--- src/rtl/mcs_pkg.sv ---
// constants shared by the microcontroller core shell
// assumes a single 100 MHz clock and an active-low reset
package mcs_pkg;
    localparam int         UNITS_DEFAULT  = 1;
    localparam int         UNITS_MIN      = 1;
    localparam int         UNITS_MAX      = 256;
    localparam int         PORT_COUNT     = 4;
    localparam int         PORT_W         = 8;
    localparam logic [7:0] PORT_RESET     = 8'hFF;
    localparam int         SER_MODE_W     = 2;
    localparam logic [1:0] SER_MODE_SHIFT = 2'h0;
    localparam logic       SER_LINE_IDLE  = 1'h1;
    localparam logic       IRQ_LINE_IDLE  = 1'h1;
    localparam int         ROM_AW         = 16;
    localparam int         RAM_AW         = 16;
    localparam int         MEM_DW         = 8;
endpackage

--- src/rtl/mcs_sync2.sv ---
// two-stage level synchroniser for a vector of lines
// assumes the lines may change at any time relative to clk
`timescale 1ns/1ps
`default_nettype none
module mcs_sync2 #(
    parameter int   WIDTH     = 1,
    parameter logic RESET_VAL = 1'h1
) (
    // clock and reset
    input  wire logic             clk,
    input  wire logic             rstn,
    // lines
    input  wire logic [WIDTH-1:0] async_in,
    output var  logic [WIDTH-1:0] sync_out
);
    logic [WIDTH-1:0] meta_reg;
    logic [WIDTH-1:0] meta_next;
    logic [WIDTH-1:0] sync_reg;
    logic [WIDTH-1:0] sync_next;

    // ****************************************************
    // configuration check
    // ****************************************************
    generate
        if (WIDTH < 1) begin : g_bad
            $error("synchroniser needs at least one line");
        end
    endgenerate

    // first stage feeds only the second
    always_comb begin
        meta_next = async_in;
        sync_next = meta_reg;
    end

    always_ff @(posedge clk or negedge rstn) begin
        if (!rstn) begin
            meta_reg <= {WIDTH{RESET_VAL}};
            sync_reg <= {WIDTH{RESET_VAL}};
        end else begin
            meta_reg <= meta_next;
            sync_reg <= sync_next;
        end
    end

    assign sync_out = sync_reg;
endmodule // mcs_sync2
`default_nettype wire

--- src/rtl/mcs_core_shell.sv ---
// pin-facing shell of the microcontroller core
// assumes synchronous memories and timing constraints on memory ports
//
// Functional notes
// - all storage is clocked on the rising edge of clk only.
// - reset acts without the clock and sets every flip-flop to a constant.
// - one clock, never gated and never passed through logic.
// - each external interrupt line passes two flip-flops before use.
// - parallel port inputs reach the core with no synchroniser.
// - memory signals pass between core and memories unregistered.
// - the receive-line direction is high while the pin drives out.
// - the receive-line data output carries data only in shift mode 0.
// - each serial unit has its own transmit output and receive input.
// - each parallel port has a separate input bus and output bus.
`timescale 1ns/1ps
`default_nettype none
module mcs_core_shell #(
    parameter int unit_count_generic = mcs_pkg::UNITS_DEFAULT
) (
    // clock and reset
    input  wire logic                          clk,
    input  wire logic                          rstn,
    // timer count pins
    input  wire logic [unit_count_generic-1:0] timer0_count_inputs,
    input  wire logic [unit_count_generic-1:0] timer1_count_inputs,
    // external interrupt pins
    input  wire logic [unit_count_generic-1:0] ext_irq_a_inputs,
    input  wire logic [unit_count_generic-1:0] ext_irq_b_inputs,
    // serial pins
    input  wire logic [unit_count_generic-1:0] serial_rxd_in,
    output var  logic [unit_count_generic-1:0] serial_txd_out,
    output var  logic [unit_count_generic-1:0] serial_rxd_out,
    output var  logic [unit_count_generic-1:0] serial_rxd_dir,
    // parallel port pins
    input  wire logic [7:0]                    port_a_in,
    input  wire logic [7:0]                    port_b_in,
    input  wire logic [7:0]                    port_c_in,
    input  wire logic [7:0]                    port_d_in,
    output var  logic [7:0]                    port_a_out,
    output var  logic [7:0]                    port_b_out,
    output var  logic [7:0]                    port_c_out,
    output var  logic [7:0]                    port_d_out,
    // core side: timer and interrupt views
    output var  logic [unit_count_generic-1:0] core_timer0_count,
    output var  logic [unit_count_generic-1:0] core_timer1_count,
    output var  logic [unit_count_generic-1:0] core_irq_a,
    output var  logic [unit_count_generic-1:0] core_irq_b,
    // core side: serial units
    input  wire logic [2*unit_count_generic-1:0] core_ser_mode,
    input  wire logic [unit_count_generic-1:0] core_ser_txd,
    input  wire logic [unit_count_generic-1:0] core_ser_shift_data,
    input  wire logic [unit_count_generic-1:0] core_ser_shift_drive,
    output var  logic [unit_count_generic-1:0] core_ser_rxd,
    // core side: port latches
    input  wire logic [3:0]                    core_port_wr,
    input  wire logic [7:0]                    core_port_wdata,
    input  wire logic [1:0]                    core_port_rsel,
    input  wire logic                          core_port_rlatch,
    output var  logic [7:0]                    core_port_rdata,
    // core side: memory requests
    input  wire logic [15:0]                   core_rom_addr,
    output var  logic [7:0]                    core_rom_data,
    input  wire logic [15:0]                   core_ram_addr,
    input  wire logic [7:0]                    core_ram_wdata,
    input  wire logic                          core_ram_we,
    output var  logic [7:0]                    core_ram_rdata,
    // memory blocks
    output var  logic [15:0]                   rom_addr,
    input  wire logic [7:0]                    rom_data,
    output var  logic [15:0]                   ram_addr,
    output var  logic [7:0]                    ram_wdata,
    output var  logic                          ram_we,
    input  wire logic [7:0]                    ram_rdata
);
    localparam int N = unit_count_generic;

    // ****************************************************
    // configuration check
    // ****************************************************
    generate
        if (N < mcs_pkg::UNITS_MIN || N > mcs_pkg::UNITS_MAX) begin : g_bad
            $error("unit count out of range");
        end
        // pins below are wired by hand to these shapes
        if (mcs_pkg::PORT_COUNT != 4
            || mcs_pkg::PORT_W != 8) begin : g_bad_port
            $error("port shape does not fit the pins");
        end
        if (mcs_pkg::ROM_AW != 16 || mcs_pkg::RAM_AW != 16
            || mcs_pkg::MEM_DW != 8) begin : g_bad_mem
            $error("memory bus shape does not fit the pins");
        end
        if (mcs_pkg::SER_MODE_W != 2) begin : g_bad_mode
            $error("serial mode field must be two bits");
        end
    endgenerate

    // ****************************************************
    // decoding
    // ****************************************************
    function automatic logic is_shift_mode(input logic [1:0] mode);
        is_shift_mode = (mode == mcs_pkg::SER_MODE_SHIFT);
    endfunction

    // ****************************************************
    // interrupt synchronisers
    // ****************************************************
    // other clock domains may drive these pins
    mcs_sync2 #(
        .WIDTH     (2*N),
        .RESET_VAL (mcs_pkg::IRQ_LINE_IDLE)
    ) u_irq_sync (
        .clk      (clk),
        .rstn     (rstn),
        .async_in ({ext_irq_b_inputs, ext_irq_a_inputs}),
        .sync_out ({core_irq_b, core_irq_a})
    );

    // counter pins are edge-detected inside the timer units
    assign core_timer0_count = timer0_count_inputs;
    assign core_timer1_count = timer1_count_inputs;

    // ****************************************************
    // serial pins
    // ****************************************************
    logic [N-1:0] txd_reg;
    logic [N-1:0] txd_next;
    logic [N-1:0] rxdo_reg;
    logic [N-1:0] rxdo_next;
    logic [N-1:0] rdir_reg;
    logic [N-1:0] rdir_next;

    genvar u;
    generate
        for (u = 0; u < N; u++) begin : g_ser
            always_comb begin
                txd_next[u]  = core_ser_txd[u];
                // outside mode 0 the line just idles high
                rxdo_next[u] = is_shift_mode(core_ser_mode[2*u +: 2])
                               ? core_ser_shift_data[u]
                               : mcs_pkg::SER_LINE_IDLE;
                rdir_next[u] = is_shift_mode(core_ser_mode[2*u +: 2])
                               & core_ser_shift_drive[u];
            end
        end
    endgenerate

    always_ff @(posedge clk or negedge rstn) begin
        if (!rstn) begin
            txd_reg  <= {N{mcs_pkg::SER_LINE_IDLE}};
            rxdo_reg <= {N{mcs_pkg::SER_LINE_IDLE}};
            rdir_reg <= '0;
        end else begin
            txd_reg  <= txd_next;
            rxdo_reg <= rxdo_next;
            rdir_reg <= rdir_next;
        end
    end

    assign serial_txd_out = txd_reg;
    assign serial_rxd_out = rxdo_reg;
    assign serial_rxd_dir = rdir_reg;
    // receive line is synchronised inside the serial unit
    assign core_ser_rxd   = serial_rxd_in;

    // ****************************************************
    // parallel ports
    // ****************************************************
    logic [7:0] port_reg  [mcs_pkg::PORT_COUNT];
    logic [7:0] port_next [mcs_pkg::PORT_COUNT];
    logic [7:0] pin_view  [mcs_pkg::PORT_COUNT];

    // pins used raw: a user with async sources adds sync outside
    assign pin_view[0] = port_a_in;
    assign pin_view[1] = port_b_in;
    assign pin_view[2] = port_c_in;
    assign pin_view[3] = port_d_in;

    genvar p;
    generate
        for (p = 0; p < mcs_pkg::PORT_COUNT; p++) begin : g_port
            always_comb begin
                port_next[p] = core_port_wr[p] ? core_port_wdata
                                               : port_reg[p];
            end
            always_ff @(posedge clk or negedge rstn) begin
                if (!rstn) begin
                    port_reg[p] <= mcs_pkg::PORT_RESET;
                end else begin
                    port_reg[p] <= port_next[p];
                end
            end
        end
    endgenerate

    // read-modify-write reads the latch, plain reads the pins
    always_comb begin
        if (core_port_rlatch) begin
            core_port_rdata = port_reg[core_port_rsel];
        end else begin
            core_port_rdata = pin_view[core_port_rsel];
        end
    end

    assign port_a_out = port_reg[0];
    assign port_b_out = port_reg[1];
    assign port_c_out = port_reg[2];
    assign port_d_out = port_reg[3];

    // ****************************************************
    // memory interface
    // ****************************************************
    // no retiming here: costs timing budget, saves a wait cycle
    assign rom_addr       = core_rom_addr;
    assign core_rom_data  = rom_data;
    assign ram_addr       = core_ram_addr;
    assign ram_wdata      = core_ram_wdata;
    assign ram_we         = core_ram_we;
    assign core_ram_rdata = ram_rdata;
endmodule // mcs_core_shell
`default_nettype wire

--- config.mk ---
export PLATFORM = sky130hd
export DESIGN_NAME = mcs_core_shell
export DESIGN_NICKNAME = d
export VERILOG_FILES = /design/src/rtl/mcs_pkg.sv /design/src/rtl/mcs_sync2.sv /design/src/rtl/mcs_core_shell.sv
export SDC_FILE = /design/constraint.sdc
export NUM_CORES = 1
export LEC_CHECK = 0
export BUFFER_PORTS_ARGS = -buffer_cell sky130_fd_sc_hd__clkbuf_2
export CORE_MARGIN = 2
export CORE_UTILIZATION = 35
export CTS_BUF_LIST = sky130_fd_sc_hd__clkbuf_8
export DETAILED_ROUTE_END_ITERATION = 7
export PLACE_DENSITY = 0.79
export SETUP_SLACK_MARGIN = 0.15
export SLEW_MARGIN = 20
export SYNTH_ARGS = -nofsm -noshare
export SYNTH_HDL_FRONTEND = slang
export SYNTH_SLANG_ARGS = --single-unit
--- constraint.sdc ---
create_clock -name clk -period 1.2 [get_ports clk]
set_clock_uncertainty 0.15 [all_clocks]
set_input_delay 0.06 -clock clk [delete_from_list [all_inputs] [get_ports clk]]
set_output_delay 0.06 -clock clk [all_outputs]
set_load 0.005 [all_outputs]
Yosys cells after proc, flatten, opt, wreduce, memory -nomap -nowiden. Cells that the tools add are included.

Register bits after elaboration: 39. Bits of input ports: 116. Output and inout bits: 105.

Order comparisons: 1. Muxes and demuxes: 8. Bitwise logic cells: 2. Reductions and logical operators: 1.

Operator list (count): $mux W8 (5); $bmux W8 S2 (2); $ge A3 B3 Y1 const B (1); $not A2 Y3 (1); $logic_not A2 Y1 (1); $and A1 B1 Y1 (1); $mux W1 (1).

Depth between registers and ports, before layout.
Word-level depth: 5. Mapped depth: 4. Depth with buffers taken out: 2.

Hierarchy. A second synthesis with hierarchy kept.

Cell total of the unflattened synthesis: 166. Area total of the unflattened synthesis: 2413.6 µm².

By module, submodules not included: mcs_core_shell (times used 1, cells an instance 162, area an instance 2308.5 µm², sequential area each 918.4 µm²); mcs_sync2 (times used 1, cells an instance 4, area an instance 105.1 µm², sequential area each 105.1 µm²).

Worst setup path before layout. Ideal clock, no wire load.

Path kind: input -> output. Start: input core_port_rsel[0]. End: output core_port_rdata[1]. Arrival time: 1102 ps. Setup slack: -112 ps. Stages: 4. Cells stage by stage: buf_6 -> buf_12 -> mux4_1 -> mux2_2.

Longest elaborated chain between the ends: 5. Elaborated cells between the ends (all ways): 8. Those cells by class: 7 x mux; 1 x bitwise.

Ends and longest elaborated chain: from (decl) (RTL line mcs_core_shell.sv:57) `input wire logic [1:0] core_port_rsel,`; $not A2 Y3 (implied by the code) * (RTL line mcs_core_shell.sv:199, mcs_core_shell.sv:201); $bmux W8 S2 (on tied branches) (RTL line mcs_core_shell.sv:201, mcs_core_shell.sv:199); $mux W8 (on tied branches) (2 in series) (RTL line mcs_core_shell.sv:201, mcs_core_shell.sv:199); $mux W8 * (RTL line mcs_core_shell.sv:198) `if (core_port_rlatch) begin`; to (decl) (RTL line mcs_core_shell.sv:59) `output var logic [7:0] core_port_rdata,`.

Every way passes the cells marked *; elsewhere a longest branch is shown, timed or not. The select of a mux whose other input is x is not followed.

Worst setup path after layout.
Start: register port_reg (netlist bit port_b_out[3]). End: output core_port_rdata[3].

Longest elaborated chain between the ends: 4.

Ends and longest elaborated chain: from (decl) (RTL line mcs_core_shell.sv:169) `logic [7:0] port_reg [mcs_pkg::PORT_COUNT];`; from (signal, indexed assignment) (RTL line mcs_core_shell.sv:188) `port_reg[p] <= mcs_pkg::PORT_RESET;`; from (signal, indexed assignment) (RTL line mcs_core_shell.sv:190) `port_reg[p] <= port_next[p];`; $bmux W8 S2 (RTL line mcs_core_shell.sv:199) `core_port_rdata = port_reg[core_port_rsel];`; $mux W8 (implied by the code) (2 in series) (RTL line mcs_core_shell.sv:199); $mux W8 (RTL line mcs_core_shell.sv:198).

No other way between the ends. The select of a mux whose other input is x is not followed.

==> results.cfg <==
[outcome]
outcome = finished with violations
violations = setup timing

[worst_hold_path]
hold_path.class = input port to register
min_from = core_port_wr[3]
min_to = port_d_out[4]
worstHoldPathCells = 2

[cells_and_area]
final_common_cell = dlygate4sd3_1
final_core_util = 0.623
syn_to_final_growth_pct = 73.5
final_nets = 450
nFillCells = 514
layoutNonFillerInstCount = 416
fin_area_um2 = 4190
final_cell_mix = dlygate4sd3_1 (76), buf_6 (72), clkbuf_2 (68)
final_layout_size_suffix_gt1_frac = 0.764

[drt]
viasPerCell = 4.70
wl_per_cell_um = 20.4
drtAntennaViolNets = 0
route.detailed.drc = 0
drt_iter0_markers = 44
num_vias = 1956
firstDrtPassIters = 4
wirelength_mm = 8.50

[clock_tree]
cts_tree = built
root_buffer = clkbuf_8
clk_pin_slew_ps = 90
htreeDepth = 2
clk_latency_ps = 280
cts_buffers = 5
cts_buffer_depth = 2
cts.sinks = 39

[place]
numPortBuffers = 100
dp.cells = 315
placed_area_um2 = 2840
gp_congestion = 0.693
dp_hpwl_mm = 5.68

[setup_path]
r2r-end = port_c_out[5]
startpoint = port_b_out[3]
cp_max_fo = 2
cp-end-kind = output pin
r2r_slack_ps = 20
cp_slowest_stage_delay_ps = 460
r2r_start = port_c_out[5]
rr_worst_depth = 4
setup.worst_path.class = register to output pin
cp-start-kind = register
required_ps = 990
worstPathArrival_ps = 1540
crit_path_top_delay_cell = mux4_2
crit_chain = mux4_2, mux2_4, clkbuf_2

[timing]
min_period_over_period = 1.46
setup_viol = 39
min_period_ps = 1750
tns_ps = -5340
hold_viol = 0
tightestPinTransition_ps = 363
slew_headroom = 0.758
report.final.slew_viol_count = 0
fin_ws_ps = -547
grt_setup_unrepaired = yes
fmax_mhz = 572

[die]
initial_core_util = 0.359
die_x_um = 87.0
dieArea_um2 = 7580
rows = 30
ioPinCount = 221
die-height_um = 87.0
core_region_area_um2 = 6720

[synthesis]
synth_cell_types = 13
synth.ff_latch_count = 39
yosysTopAreaCell = dfstp_2
yosys_warnings = 0
syn-num-nets = 282
synth.top_cell.area_share = 0.414
yosys-top-cells-area = dfstp_2 (41%), buf_4 (19%), mux2_2 (19%)
yosysSeqAreaShare = 0.424
syn_area_per_cell_um2 = 14.5
syn_area_um2 = 2410
syn_inst = 166

[power_and_ir_drop]
power.density_nw_per_um2 = 954
p_leak_nw = 1.91
p_total_mw = 3.99
vdd_drop_max_mv = 0.618

[grt]
grt_max_degree = 40
gr-total-overflow = 0
antenna_found_initial = 1
grt_pass1_vias = 2124
grt_pass1_wl_mm = 11.0
grtUsageTotal = 0.198

[flow_run]
drv_cap = 0
logic make-up (layout without fill, tap and decap cells):
logic type             after synthesis  in the layout  share of synthesized area
buffers and inverters               69            238                      0.211
flip-flops                          39             39                      0.424
multiplexers                        56             56                      0.359
other                                0              1                          0
AND/OR/NAND/NOR                      2              2                    0.00571
worst max-delay path by stage:
stage,endpoint,cells past startpoint,slack (ps)
after floorplan,core_port_rdata[0],2,-90
after global placement,core_port_rdata[3],5,-270
after detailed placement,core_port_rdata[3],5,-290
after CTS,core_port_rdata[3],3,-550
after global routing,core_port_rdata[2],3,-580
final,core_port_rdata[3],3,-550
critical path, delay by kind of cell, from the launching register on:
kind	cells	cell delay (ps)
multiplexers	2	740
buffers and inverters	1	120
flip-flops	1	390
timing repair:
| action | in CTS | in global routing |
|---|---|---|
| setup endpoints to repair | 44 | 46 |
| buffers inserted | 2 | 14 |
| hold buffers | 76 | 0 |
| gates resized for setup | 31 | 49 |
| hold endpoints to repair | 136 | 0 |
cell type report:
class,count,area [µm²],area share
Tap cell,80,100,0.0239
Clock inverter,3,20.0,0.00478
Multi-Input combinational cell,58,881,0.210
Antenna cell,1,2.50,0.000598
Sequential cell,39,1020,0.244
Timing Repair Buffer,230,2090,0.500
Clock buffer,5,68.8,0.0164
power by group:
group,switching [mW],total [mW],internal (mW)
clock network,0.475,0.879,0.404
registers,0.0780,1.60,1.52
logic,0.475,1.51,1.04
total,1.03,3.99,2.97
per-stage QoR:
step | setup WS, ps | hold slack, ps
finish | -547 | 128
global route | -579 | 127
CTS | -549 | 125
detailed placement | -293 | -98.5
global placement | -268 | -108
floorplan | -86.8 | -386
cells in the mapped netlist:
cell / count
nor3b_1: 1
or3_1: 1
mux2_2: 40
mux4_1: 15
dfstp_2: 38
buf_6: 1
buf_2: 1
mux4_2: 1
buf_4: 60
clkbuf_1: 5
buf_1: 1
buf_12: 1
dfrtp_1: 1
layer usage:
metal	up-vias	global-route usage	routed length, µm
li1	865	-	-
met1	966	0.229	3070
met2	114	0.371	4730
met3	11	0.0398	594
met4	0	0.0511	111
met5	-	0	0
Note: power is estimated with default switching activity, not from simulation.
